--- config.mk ---
export PLATFORM = sky130hd
export DESIGN_NAME = bit_shift_flag_unit
export DESIGN_NICKNAME = d
export VERILOG_FILES = /design/src/core/bsf_pkg.sv /design/src/core/bit_shift_flag_unit.sv
export SDC_FILE = /design/constraint.sdc
export NUM_CORES = 1
export LEC_CHECK = 0
export BUFFER_PORTS_ARGS = -buffer_cell sky130_fd_sc_hd__buf_2
export CORE_ASPECT_RATIO = 1.4
export CORE_MARGIN = 2
export CORE_UTILIZATION = 30
export CTS_BUF_LIST = sky130_fd_sc_hd__clkbuf_8
export DETAILED_ROUTE_END_ITERATION = 10
export SYNTH_ARGS = -nofsm -noshare
export SYNTH_HDL_FRONTEND = slang
export SYNTH_SLANG_ARGS = --single-unit
export TNS_END_PERCENT = 20
--- constraint.sdc ---
create_clock -name clk -period 2.94 [get_ports clk]
set_input_delay 0.735 -clock clk [delete_from_list [all_inputs] [get_ports clk]]
set_output_delay 0.735 -clock clk [all_outputs]
set_load 0.005 [all_outputs]
--- src/core/bsf_pkg.sv ---
/*
 bsf_pkg: register map, status flag positions, reset values and op codes
 of the bit, shift and flag unit.
 assumes an AXI4-Lite master with 32-bit data and one clock.
*/
// Summary of operation
// - logical left shift moves bits up one, zero into bit zero
// - logical right shift moves bits down one, zero into bit seven
// - left rotate: old carry into bit zero, old bit seven into carry
// - right rotate: old carry into bit seven, old bit zero into carry
// - arithmetic right shift moves bits down, bit seven stays as sign
// - nibble swap exchanges upper and lower four bits at once
// - generic flag set forces selected status bit one, clear forces zero
// - bit store copies selected operand bit into the transfer flag
// - bit load copies transfer flag into selected bit, others kept
// - each named flag has own set and clear touching only it
// - global interrupt enable sets, disable clears the interrupt flag
// - I/O bit clear zeroes the selected bit, other bits kept
package bsf_pkg;
    localparam int ADDR_W = 8;
    localparam int DATA_W = 32;
    localparam int REG_W  = 8;
    localparam int SEL_W  = 3;
    localparam int OP_W   = 5;

    localparam logic [ADDR_W-1:0] ADDR_OPERAND = 8'h00;
    localparam logic [ADDR_W-1:0] ADDR_STATUS  = 8'h04;
    localparam logic [ADDR_W-1:0] ADDR_IOREG   = 8'h08;
    localparam logic [ADDR_W-1:0] ADDR_CMD     = 8'h0C;

    localparam int CMD_OP_LSB  = 0;
    localparam int CMD_SEL_LSB = 8;
    localparam logic [3:0] CMD_STRB = 4'h3;

    localparam int FLAG_C = 0;
    localparam int FLAG_Z = 1;
    localparam int FLAG_N = 2;
    localparam int FLAG_V = 3;
    localparam int FLAG_S = 4;
    localparam int FLAG_H = 5;
    localparam int FLAG_T = 6;
    localparam int FLAG_I = 7;

    localparam logic [REG_W-1:0] RST_OPERAND = 8'h00;
    localparam logic [REG_W-1:0] RST_STATUS  = 8'h00;
    localparam logic [REG_W-1:0] RST_IOREG   = 8'h00;
    localparam logic [REG_W-1:0] BIT_ONE     = 8'h01;

    localparam logic [1:0] RESP_OKAY   = 2'h0;
    localparam logic [1:0] RESP_SLVERR = 2'h2;

    typedef enum logic [OP_W-1:0] {
        SHIFT_LEFT_LOGICAL, SHIFT_RIGHT_LOGICAL, ROTATE_LEFT_CARRY, ROTATE_RIGHT_CARRY,
        SHIFT_RIGHT_ARITH, SWAP_NIBBLES, FLAG_SET_GENERIC, FLAG_CLEAR_GENERIC,
        STORE_BIT_TO_TRANSFER, LOAD_BIT_FROM_TRANSFER, SET_IO_BIT, CLEAR_IO_BIT,
        SET_CARRY_OP, CLEAR_CARRY_OP, SET_NEGATIVE_OP, CLEAR_NEGATIVE_OP,
        SET_ZERO_OP, CLEAR_ZERO_OP, SET_SIGNED_OP, CLEAR_SIGNED_OP,
        SET_OVERFLOW_OP, CLEAR_OVERFLOW_OP, SET_TRANSFER_OP, CLEAR_TRANSFER_OP,
        SET_HALF_CARRY_OP, CLEAR_HALF_CARRY_OP, GLOBAL_IRQ_ENABLE_OP, GLOBAL_IRQ_DISABLE_OP
    } op_t;
endpackage

--- src/core/bit_shift_flag_unit.sv ---
/*
 bit_shift_flag_unit: 8-bit shift/rotate/swap datapath with status flag
 and single-bit operations, reached over an AXI4-Lite slave.
 assumes one clock, synchronous active-high reset, one outstanding write
 and one outstanding read from the master.
*/
`timescale 1ns/10ps
module bit_shift_flag_unit (
    input  wire logic                         clk,
    input  wire logic                         rst,
    input  wire logic [bsf_pkg::ADDR_W-1:0]   awaddr,
    input  wire logic [2:0]                   awprot,
    input  wire logic                         awvalid,
    output logic                              awready,
    input  wire logic [bsf_pkg::DATA_W-1:0]   wdata,
    input  wire logic [3:0]                   wstrb,
    input  wire logic                         wvalid,
    output logic                              wready,
    output logic [1:0]                        bresp,
    output logic                              bvalid,
    input  wire logic                         bready,
    input  wire logic [bsf_pkg::ADDR_W-1:0]   araddr,
    input  wire logic [2:0]                   arprot,
    input  wire logic                         arvalid,
    output logic                              arready,
    output logic [bsf_pkg::DATA_W-1:0]        rdata,
    output logic [1:0]                        rresp,
    output logic                              rvalid,
    input  wire logic                         rready,
    output logic                              irqEnable
);
    import bsf_pkg::*;

    logic [REG_W-1:0]  operand_q;
    logic [REG_W-1:0]  status_q;
    logic [REG_W-1:0]  ioReg_q;
    logic [REG_W-1:0]  operand_d;
    logic [REG_W-1:0]  status_d;
    logic [REG_W-1:0]  ioReg_d;
    op_t               opCode_q;
    logic [SEL_W-1:0]  bitSel_q;
    logic              execPend_q;
    logic              wrFire;
    logic              rdFire;
    logic [ADDR_W-1:0] wrOff;
    logic [ADDR_W-1:0] rdOff;
    logic              arith;
    logic [REG_W-1:0]  selMask;

    ////////////////////////////////////////////////////////////////////////////
    // write channel: address and data are taken together in one edge
    assign wrOff   = {awaddr[ADDR_W-1:2], 2'h0};
    // writes and reads are held off while a command executes so that the
    // datapath is the only writer of the registers in that cycle
    assign wrFire  = awvalid && wvalid && !bvalid && !execPend_q;
    assign awready = wrFire;
    assign wready  = wrFire;

    always_ff @(posedge clk) begin
        if (rst) begin
            bvalid <= 1'h0;
            bresp  <= RESP_OKAY;
        end else if (wrFire) begin
            bvalid <= 1'h1;
            if (wrOff == ADDR_OPERAND || wrOff == ADDR_STATUS ||
                wrOff == ADDR_IOREG || wrOff == ADDR_CMD) begin
                bresp <= RESP_OKAY;
            end else begin
                bresp <= RESP_SLVERR;
            end
        end else if (bready) begin
            bvalid <= 1'h0;
        end
    end

    ////////////////////////////////////////////////////////////////////////////
    // command capture: the op runs in the cycle after the write is taken
    always_ff @(posedge clk) begin
        if (rst) begin
            opCode_q   <= SHIFT_LEFT_LOGICAL;
            bitSel_q   <= 3'h0;
            execPend_q <= 1'h0;
        end else if (wrFire && wrOff == ADDR_CMD && (wstrb & CMD_STRB) == CMD_STRB) begin
            opCode_q   <= op_t'(wdata[CMD_OP_LSB +: OP_W]);
            bitSel_q   <= wdata[CMD_SEL_LSB +: SEL_W];
            execPend_q <= 1'h1;
        end else begin
            execPend_q <= 1'h0;
        end
    end

    ////////////////////////////////////////////////////////////////////////////
    // datapath
    assign selMask = BIT_ONE << bitSel_q;

    always_comb begin
        operand_d = operand_q;
        status_d  = status_q;
        ioReg_d   = ioReg_q;
        arith     = 1'h0;
        case (opCode_q)
            SHIFT_LEFT_LOGICAL: begin
                operand_d        = {operand_q[6:0], 1'h0};
                status_d[FLAG_C] = operand_q[7];
                arith            = 1'h1;
            end
            SHIFT_RIGHT_LOGICAL: begin
                operand_d        = {1'h0, operand_q[7:1]};
                status_d[FLAG_C] = operand_q[0];
                arith            = 1'h1;
            end
            ROTATE_LEFT_CARRY: begin
                operand_d        = {operand_q[6:0], status_q[FLAG_C]};
                status_d[FLAG_C] = operand_q[7];
                arith            = 1'h1;
            end
            ROTATE_RIGHT_CARRY: begin
                operand_d        = {status_q[FLAG_C], operand_q[7:1]};
                status_d[FLAG_C] = operand_q[0];
                arith            = 1'h1;
            end
            SHIFT_RIGHT_ARITH: begin
                operand_d        = {operand_q[7], operand_q[7:1]};
                status_d[FLAG_C] = operand_q[0];
                arith            = 1'h1;
            end
            SWAP_NIBBLES: begin
                operand_d = {operand_q[3:0], operand_q[7:4]};
                arith     = 1'h1;
            end
            FLAG_SET_GENERIC:       status_d = status_q | selMask;
            FLAG_CLEAR_GENERIC:     status_d = status_q & ~selMask;
            STORE_BIT_TO_TRANSFER:  status_d[FLAG_T] = operand_q[bitSel_q];
            LOAD_BIT_FROM_TRANSFER: operand_d[bitSel_q] = status_q[FLAG_T];
            SET_IO_BIT:             ioReg_d = ioReg_q | selMask;
            CLEAR_IO_BIT:           ioReg_d = ioReg_q & ~selMask;
            SET_CARRY_OP:           status_d[FLAG_C] = 1'h1;
            CLEAR_CARRY_OP:         status_d[FLAG_C] = 1'h0;
            SET_NEGATIVE_OP:        status_d[FLAG_N] = 1'h1;
            CLEAR_NEGATIVE_OP:      status_d[FLAG_N] = 1'h0;
            SET_ZERO_OP:            status_d[FLAG_Z] = 1'h1;
            CLEAR_ZERO_OP:          status_d[FLAG_Z] = 1'h0;
            SET_SIGNED_OP:          status_d[FLAG_S] = 1'h1;
            CLEAR_SIGNED_OP:        status_d[FLAG_S] = 1'h0;
            SET_OVERFLOW_OP:        status_d[FLAG_V] = 1'h1;
            CLEAR_OVERFLOW_OP:      status_d[FLAG_V] = 1'h0;
            SET_TRANSFER_OP:        status_d[FLAG_T] = 1'h1;
            CLEAR_TRANSFER_OP:      status_d[FLAG_T] = 1'h0;
            SET_HALF_CARRY_OP:      status_d[FLAG_H] = 1'h1;
            CLEAR_HALF_CARRY_OP:    status_d[FLAG_H] = 1'h0;
            GLOBAL_IRQ_ENABLE_OP:   status_d[FLAG_I] = 1'h1;
            GLOBAL_IRQ_DISABLE_OP:  status_d[FLAG_I] = 1'h0;
            default: begin
            end
        endcase
        // overflow follows the usual shift convention: negative xor carry
        if (arith) begin
            status_d[FLAG_Z] = (operand_d == 8'h00);
            status_d[FLAG_N] = operand_d[7];
            status_d[FLAG_V] = status_d[FLAG_N] ^ status_d[FLAG_C];
            status_d[FLAG_S] = status_d[FLAG_N] ^ status_d[FLAG_V];
        end
    end

    ////////////////////////////////////////////////////////////////////////////
    // register storage: execution has priority, bus writes are blocked then
    always_ff @(posedge clk) begin
        if (rst) begin
            operand_q <= RST_OPERAND;
        end else if (execPend_q) begin
            operand_q <= operand_d;
        end else if (wrFire && wrOff == ADDR_OPERAND && wstrb[0]) begin
            operand_q <= wdata[REG_W-1:0];
        end
    end

    always_ff @(posedge clk) begin
        if (rst) begin
            status_q <= RST_STATUS;
        end else if (execPend_q) begin
            status_q <= status_d;
        end else if (wrFire && wrOff == ADDR_STATUS && wstrb[0]) begin
            status_q <= wdata[REG_W-1:0];
        end
    end

    always_ff @(posedge clk) begin
        if (rst) begin
            ioReg_q <= RST_IOREG;
        end else if (execPend_q) begin
            ioReg_q <= ioReg_d;
        end else if (wrFire && wrOff == ADDR_IOREG && wstrb[0]) begin
            ioReg_q <= wdata[REG_W-1:0];
        end
    end

    assign irqEnable = status_q[FLAG_I];

    ////////////////////////////////////////////////////////////////////////////
    // read channel
    assign rdOff   = {araddr[ADDR_W-1:2], 2'h0};
    assign arready = !rvalid && !execPend_q;
    assign rdFire  = arvalid && arready;

    always_ff @(posedge clk) begin
        if (rst) begin
            rvalid <= 1'h0;
            rdata  <= 32'h0000_0000;
            rresp  <= RESP_OKAY;
        end else if (rdFire) begin
            rvalid <= 1'h1;
            rresp  <= RESP_OKAY;
            case (rdOff)
                ADDR_OPERAND: rdata <= {24'h00_0000, operand_q};
                ADDR_STATUS:  rdata <= {24'h00_0000, status_q};
                ADDR_IOREG:   rdata <= {24'h00_0000, ioReg_q};
                ADDR_CMD:     rdata <= {21'h00_0000, bitSel_q, 3'h0, opCode_q};
                default: begin
                    rdata <= 32'h0000_0000;
                    rresp <= RESP_SLVERR;
                end
            endcase
        end else if (rready) begin
            rvalid <= 1'h0;
        end
    end

    ////////////////////////////////////////////////////////////////////////////
    // checks: helpers hold the state seen by the executing cycle
    logic [REG_W-1:0] prevOp_q;
    logic [REG_W-1:0] prevSt_q;
    logic [REG_W-1:0] prevIo_q;
    logic [SEL_W-1:0] prevSel_q;
    logic             prevExec_q;
    op_t              prevCode_q;

    always_ff @(posedge clk) begin
        prevOp_q   <= operand_q;
        prevSt_q   <= status_q;
        prevIo_q   <= ioReg_q;
        prevSel_q  <= bitSel_q;
        prevCode_q <= opCode_q;
        prevExec_q <= rst ? 1'h0 : execPend_q;
    end
endmodule

Word level (Yosys, flattened, before mapping)
Index checks and enable logic that the tools add are counted.
- bits in registers: 71
- bits of input ports: 65
- output and inout bits: 42
- logic and storage cells: 142
- order comparisons: 2
- eq/ne operators: 42
- shift-type cells: 1
- muxes and demuxes: 31
- bitwise logic cells: 7
- reduce and logical (&&, ||, !) cells: 41
- operators with widths (operator ; number):
    equality test 5 bit, second input constant ; 12
    case mux 8 bit (7 select lines) ; 1
    2-to-1 mux 8 bit ; 6
    case mux 11 bit (4 select lines) ; 1
    equality test 5 x 4 -> 1 bit, second input constant ; 8
    != test 6 x 1 -> 1 bit, second input constant ; 5
    equality test 6 x 2 -> 1 bit, second input constant ; 4
    zero test 8 bit ; 3
    case mux 1 bit (4 select lines) ; 6
    equality test 5 x 3 -> 1 bit, second input constant ; 4
    bitwise AND 8 bit ; 2
    OR 8 bit ; 2
    case mux 8 bit (2 select lines) ; 1
    AND reduction 2 bit ; 8
    logical AND 1 bit ; 14
    equality test 6 x 1 -> 1 bit, second input constant ; 2
    equality test 5 x 2 -> 1 bit, second input constant ; 2
    != test 5 x 1 -> 1 bit, second input constant ; 2
    nonzero test 2 bit ; 5
    bitwise mux 8 bit ; 1
    2-to-1 mux 1 bit ; 8
    inverter 8 bit ; 1
    << shifter 1 x 3 -> 8 bit, first input constant ; 1
    case mux 1 bit (6 select lines) ; 1
    other kinds (18) ; 24

Depth between registers and ports, before layout
- depth in word-level cells: 10
- depth in mapped cells: 8
- gate-level depth less buffers: 6

Worst setup path before layout
OpenSTA, ideal clock, no wires.
- path type: input -> register
- start point: input awaddr[5] (netlist bit)
- end point: register operand_q[0]
- setup time: 134 ps
- arrival: 2135 ps
- data required time: 2806 ps
- path slack: 670 ps
- stages on the path: 7
- buffers on the path: 1
- path through: nor4_2 and3_4 nor3b_2 buf_6 mux2_1 nor2_1 a211oi_2
- cells in the longest elaborated chain, start to end: 4
- ends and longest elaborated chain (item ; RTL line ; RTL):
    from (decl) ; bit_shift_flag_unit.sv:11 ; input wire logic [bsf_pkg::ADDR_W-1:0] awaddr,
    zero test 8 bit ; bit_shift_flag_unit.sv:172 ; end else if (wrFire && wrOff == ADDR_OPERAND && wstrb[0]) begin
    logical AND 1 bit (2 in a row) ; bit_shift_flag_unit.sv:172 ;
    nonzero test 2 bit (no line) ; -- ;
    to (signal assigned) ; bit_shift_flag_unit.sv:171 ; operand_q <= operand_d;
    to (signal assigned) ; bit_shift_flag_unit.sv:173 ; operand_q <= wdata[REG_W-1:0];
    to (decl) ; bit_shift_flag_unit.sv:34 ; logic [REG_W-1:0] operand_q;
Every way passes these cells.
A chain may end at the register's enable or synchronous reset.

Final worst setup path
- start point: register opCode_q[2]
- end point: register status_q[3]
- cells in the longest elaborated chain, start to end: 6
- elaborated cells between the ends (all ways): 25
- those cells by class: eq/ne (13); mux (6); bitwise (1); reduce/logical (5)
- ends and longest elaborated chain (item ; RTL line ; RTL):
    from (decl) ; bit_shift_flag_unit.sv:40 ; op_t opCode_q;
    from (signal assigned) ; bit_shift_flag_unit.sv:84 ; opCode_q <= op_t'(wdata[CMD_OP_LSB +: OP_W]);
    equality test 5 x 3 -> 1 bit (tied with other cells) ; bit_shift_flag_unit.sv:101 ; case (opCode_q)
    OR reduction 3 bit (no line) / OR reduction 2 bit (equally long branches) ; -- ;
    case mux 1 bit (6 select lines) ; bit_shift_flag_unit.sv:101 ;
    XOR 1 bit ; bit_shift_flag_unit.sv:160 ; status_d[FLAG_V] = status_d[FLAG_N] ^ status_d[FLAG_C];
    2-to-1 mux 4 bit ; bit_shift_flag_unit.sv:157 ; if (arith) begin
    2-to-1 mux 8 bit ; bit_shift_flag_unit.sv:180 ; end else if (execPend_q) begin
    to (signal assigned) ; bit_shift_flag_unit.sv:181 ; status_q <= status_d;
    to (signal assigned) ; bit_shift_flag_unit.sv:183 ; status_q <= wdata[REG_W-1:0];
    to (decl) ; bit_shift_flag_unit.sv:35 ; logic [REG_W-1:0] status_q;
Several ways; a longest one is shown, not always the timed one.

==> metrics.yaml <==
power:
  fin_total_pwr_mw: 1.27
  ir_drop_v: 0.000181
  power_density_mw_per_mm2: 317
  power_leakage_nw: 1.56
timing:
  max_freq_ghz: 0.399
  setup_tns_ns: 0
  fin_crit_ns: 2.51
  tightestPinTransition_ns: 0.729
  rsz0062_at_grt: "no"
  finalMaxSlewViolations: 0
  fin_crit_sh_pct: 85.3
  setup_violations: 0
  hold_viol: 0
  fin_skew_ns: 0.00934
  slew_headroom_pct: 51.3
global_route:
  grt_pass1_vias: 3543
  busiest_layer: "met2"
  grt_pass1_wl_um: 19200
  use_met1_pct: 21.6
  grtUsageTotal_pct: 19.3
  gr-total-overflow: 0
  antenna_found_initial: 0
  met3_usage_pct: 2.43
  grt_start_max_net_pins: 36
  met2_usage_pct: 33.5
floorplan:
  io_pins: 107
  start_util_pct: 30.4
  dieArea_mm2: 0.0128
  placementRows: 47
  dieWidth_um: 96.3
  die_h_um: 133
  core_mm2: 0.0118
synthesis:
  synth_cell_types: 75
  synthesis.area_mm2: 0.00358
  synth_edf_count: 0
  async_flop_share_pct: 0
  yosys.area.top_type: "dfxtp_1"
  yosys-top-cells-area: "dfxtp_1 (27%), mux2i_1 (7.0%), buf_4 (5.2%)"
  yosys_warnings: 0
  ys_seq_area_share_pct: 26.9
  syn_inst: 433
  synth.avg_cell_area_um2: 8.26
  ys_ff_latch: 48
  synth_ff_type: "dfxtp_1"
  synth_top_area_share_pct: 26.9
detailed_routing:
  viasPerCell: 5.82
  first_pass_iters: 6
  totalWireLength_um: 12200
  wl_per_cell_um: 19.6
  drt-initial-drc-count: 439
  num_vias: 3623
  ant_nets: 0
  drc: 0
final_layout:
  fillCellCount: 1263
  antenna_cells: 0
  layout_common_cells: "buf_2 (50), nor2_1 (48), dfxtp_1 (48)"
  area_growth_pct: 11.6
  final_util_pct: 33.9
  final_common_cell: "buf_2"
  num-nets-final: 539
  layout-drive-gt1-share_pct: 22.1
clock_network:
  cts-root-buf: "clkbuf_8"
  post_cts_buffers: 0
  insertion_delay_ns: 0.32
  clkSinkCount: 48
  cts.clk_slew.worst_paths_ns: 0.10
  cts_tree: "yes"
  htree_levels: 2
  post_cts_resized: 0
  postCtsHoldBufs: 0
  clock_path_buffers: 2
  numCtsBuffers: 5
place:
  port_buffers: 50
  dpl.hpwl_um: 9150
  gp_congestion: 0.987
setup_path:
  crit_fanout: 20
  start_kind: "register"
  cp_cell_sequence: "nand2b_1 -> a221oi_1 -> o41a_1 -> a21oi_1 -> or3b_1 -> nand3_1"
  worstPathRequired_ns: 3.20
  crit_type: "register to register"
  crit_buf_inv: 0
  max_stage_delay_ns: 0.77
  crit_family: "compound AO/OA/AOI/OAI gates"
  endpoint_kind: "register"
  slowest_stage: "dfxtp_1"
  cp.arrival_ns: 2.77
job:
  max_cap_violations: 0
status:
  status: "completed"
worst_hold_path:
  min_path_type: "register to register"
## kinds of logic after synthesis
group                  share of synthesized area (%)
flip-flops                                      26.9
AND/OR/NAND/NOR                                 24.7
AO/OA/AOI/OAI                                   24.5
buffers and inverters                           11.1
other                                          0.105
multiplexers                                    12.8
## metal layers
metal	wire length (um)	share of wire [%]
met2	6160	50
met3	886	7.2
met5	0	0
met1	4440	36
met4	738	6.0
## power by group
| part | leakage (nW) | internal [mW] | switching [mW] |
|---|---|---|---|
| clock network | 0.0548 | 0.257 | 0.257 |
| registers | 0.387 | 0.654 | 0.00316 |
| logic | 1.12 | 0.0350 | 0.0598 |
## path summary, 6_finish.rpt
check / slack, ns / end / from / depth (start not counted)
min reg2reg: 0.47 / register / register / 2
max reg2reg: 0.43 / status_q[3] / opCode_q[2] / 6
min: 0.47 / register / register / 2
max: 0.43 / status_q[3] / opCode_q[2] / 6
## worst reg2reg max path: cells and delay by family (launching register included)
kind | cells | cell delay, ns
AO/OA/AOI/OAI | 3 | 0.91
flip-flops | 1 | 0.77
AND/OR/NAND/NOR | 3 | 0.77
## synth_stat cells (5+ instances only)
cell type / count
a211oi_1: 7
a21oi_1: 20
a22oi_1: 13
a311oi_1: 11
a31oi_1: 5
and3_1: 9
buf_2: 6
buf_4: 25
clkbuf_1: 19
dfxtp_1: 48
inv_1: 9
mux2i_1: 25
mux4_2: 7
nand2_1: 31
nand2b_1: 8
nand3_1: 12
nand4_1: 5
nor2_1: 48
nor2b_1: 12
nor4_1: 5
o211ai_1: 6
o21ai_0: 12
o311ai_0: 5
## through the flow
step / std cells / hold slack (ns) / worst slack (ns) / cell area, um2
after floorplan: 455 / 0.440 / 0.670 / 3660
after global placement: 614 / 0.460 / 0.407 / 3880
after detailed placement: 614 / 0.462 / 0.340 / 3880
after CTS: 622 / 0.477 / 0.498 / 3990
after global routing: 622 / 0.518 / 0.320 / 3990
final: 622 / 0.474 / 0.433 / 3990
## final cells by class
cell class	count	area (um2)	share of cell area, %
flip-flops and latches	48	961	24.1
repair buffers	69	393	9.84
inverters	10	37.5	0.940
clock buffers	5	68.8	1.72
clock inverters	3	46.3	1.16
multi-input cells	340	2300	57.7
well taps	147	184	4.61
Power figures use the tool's default switching activity.
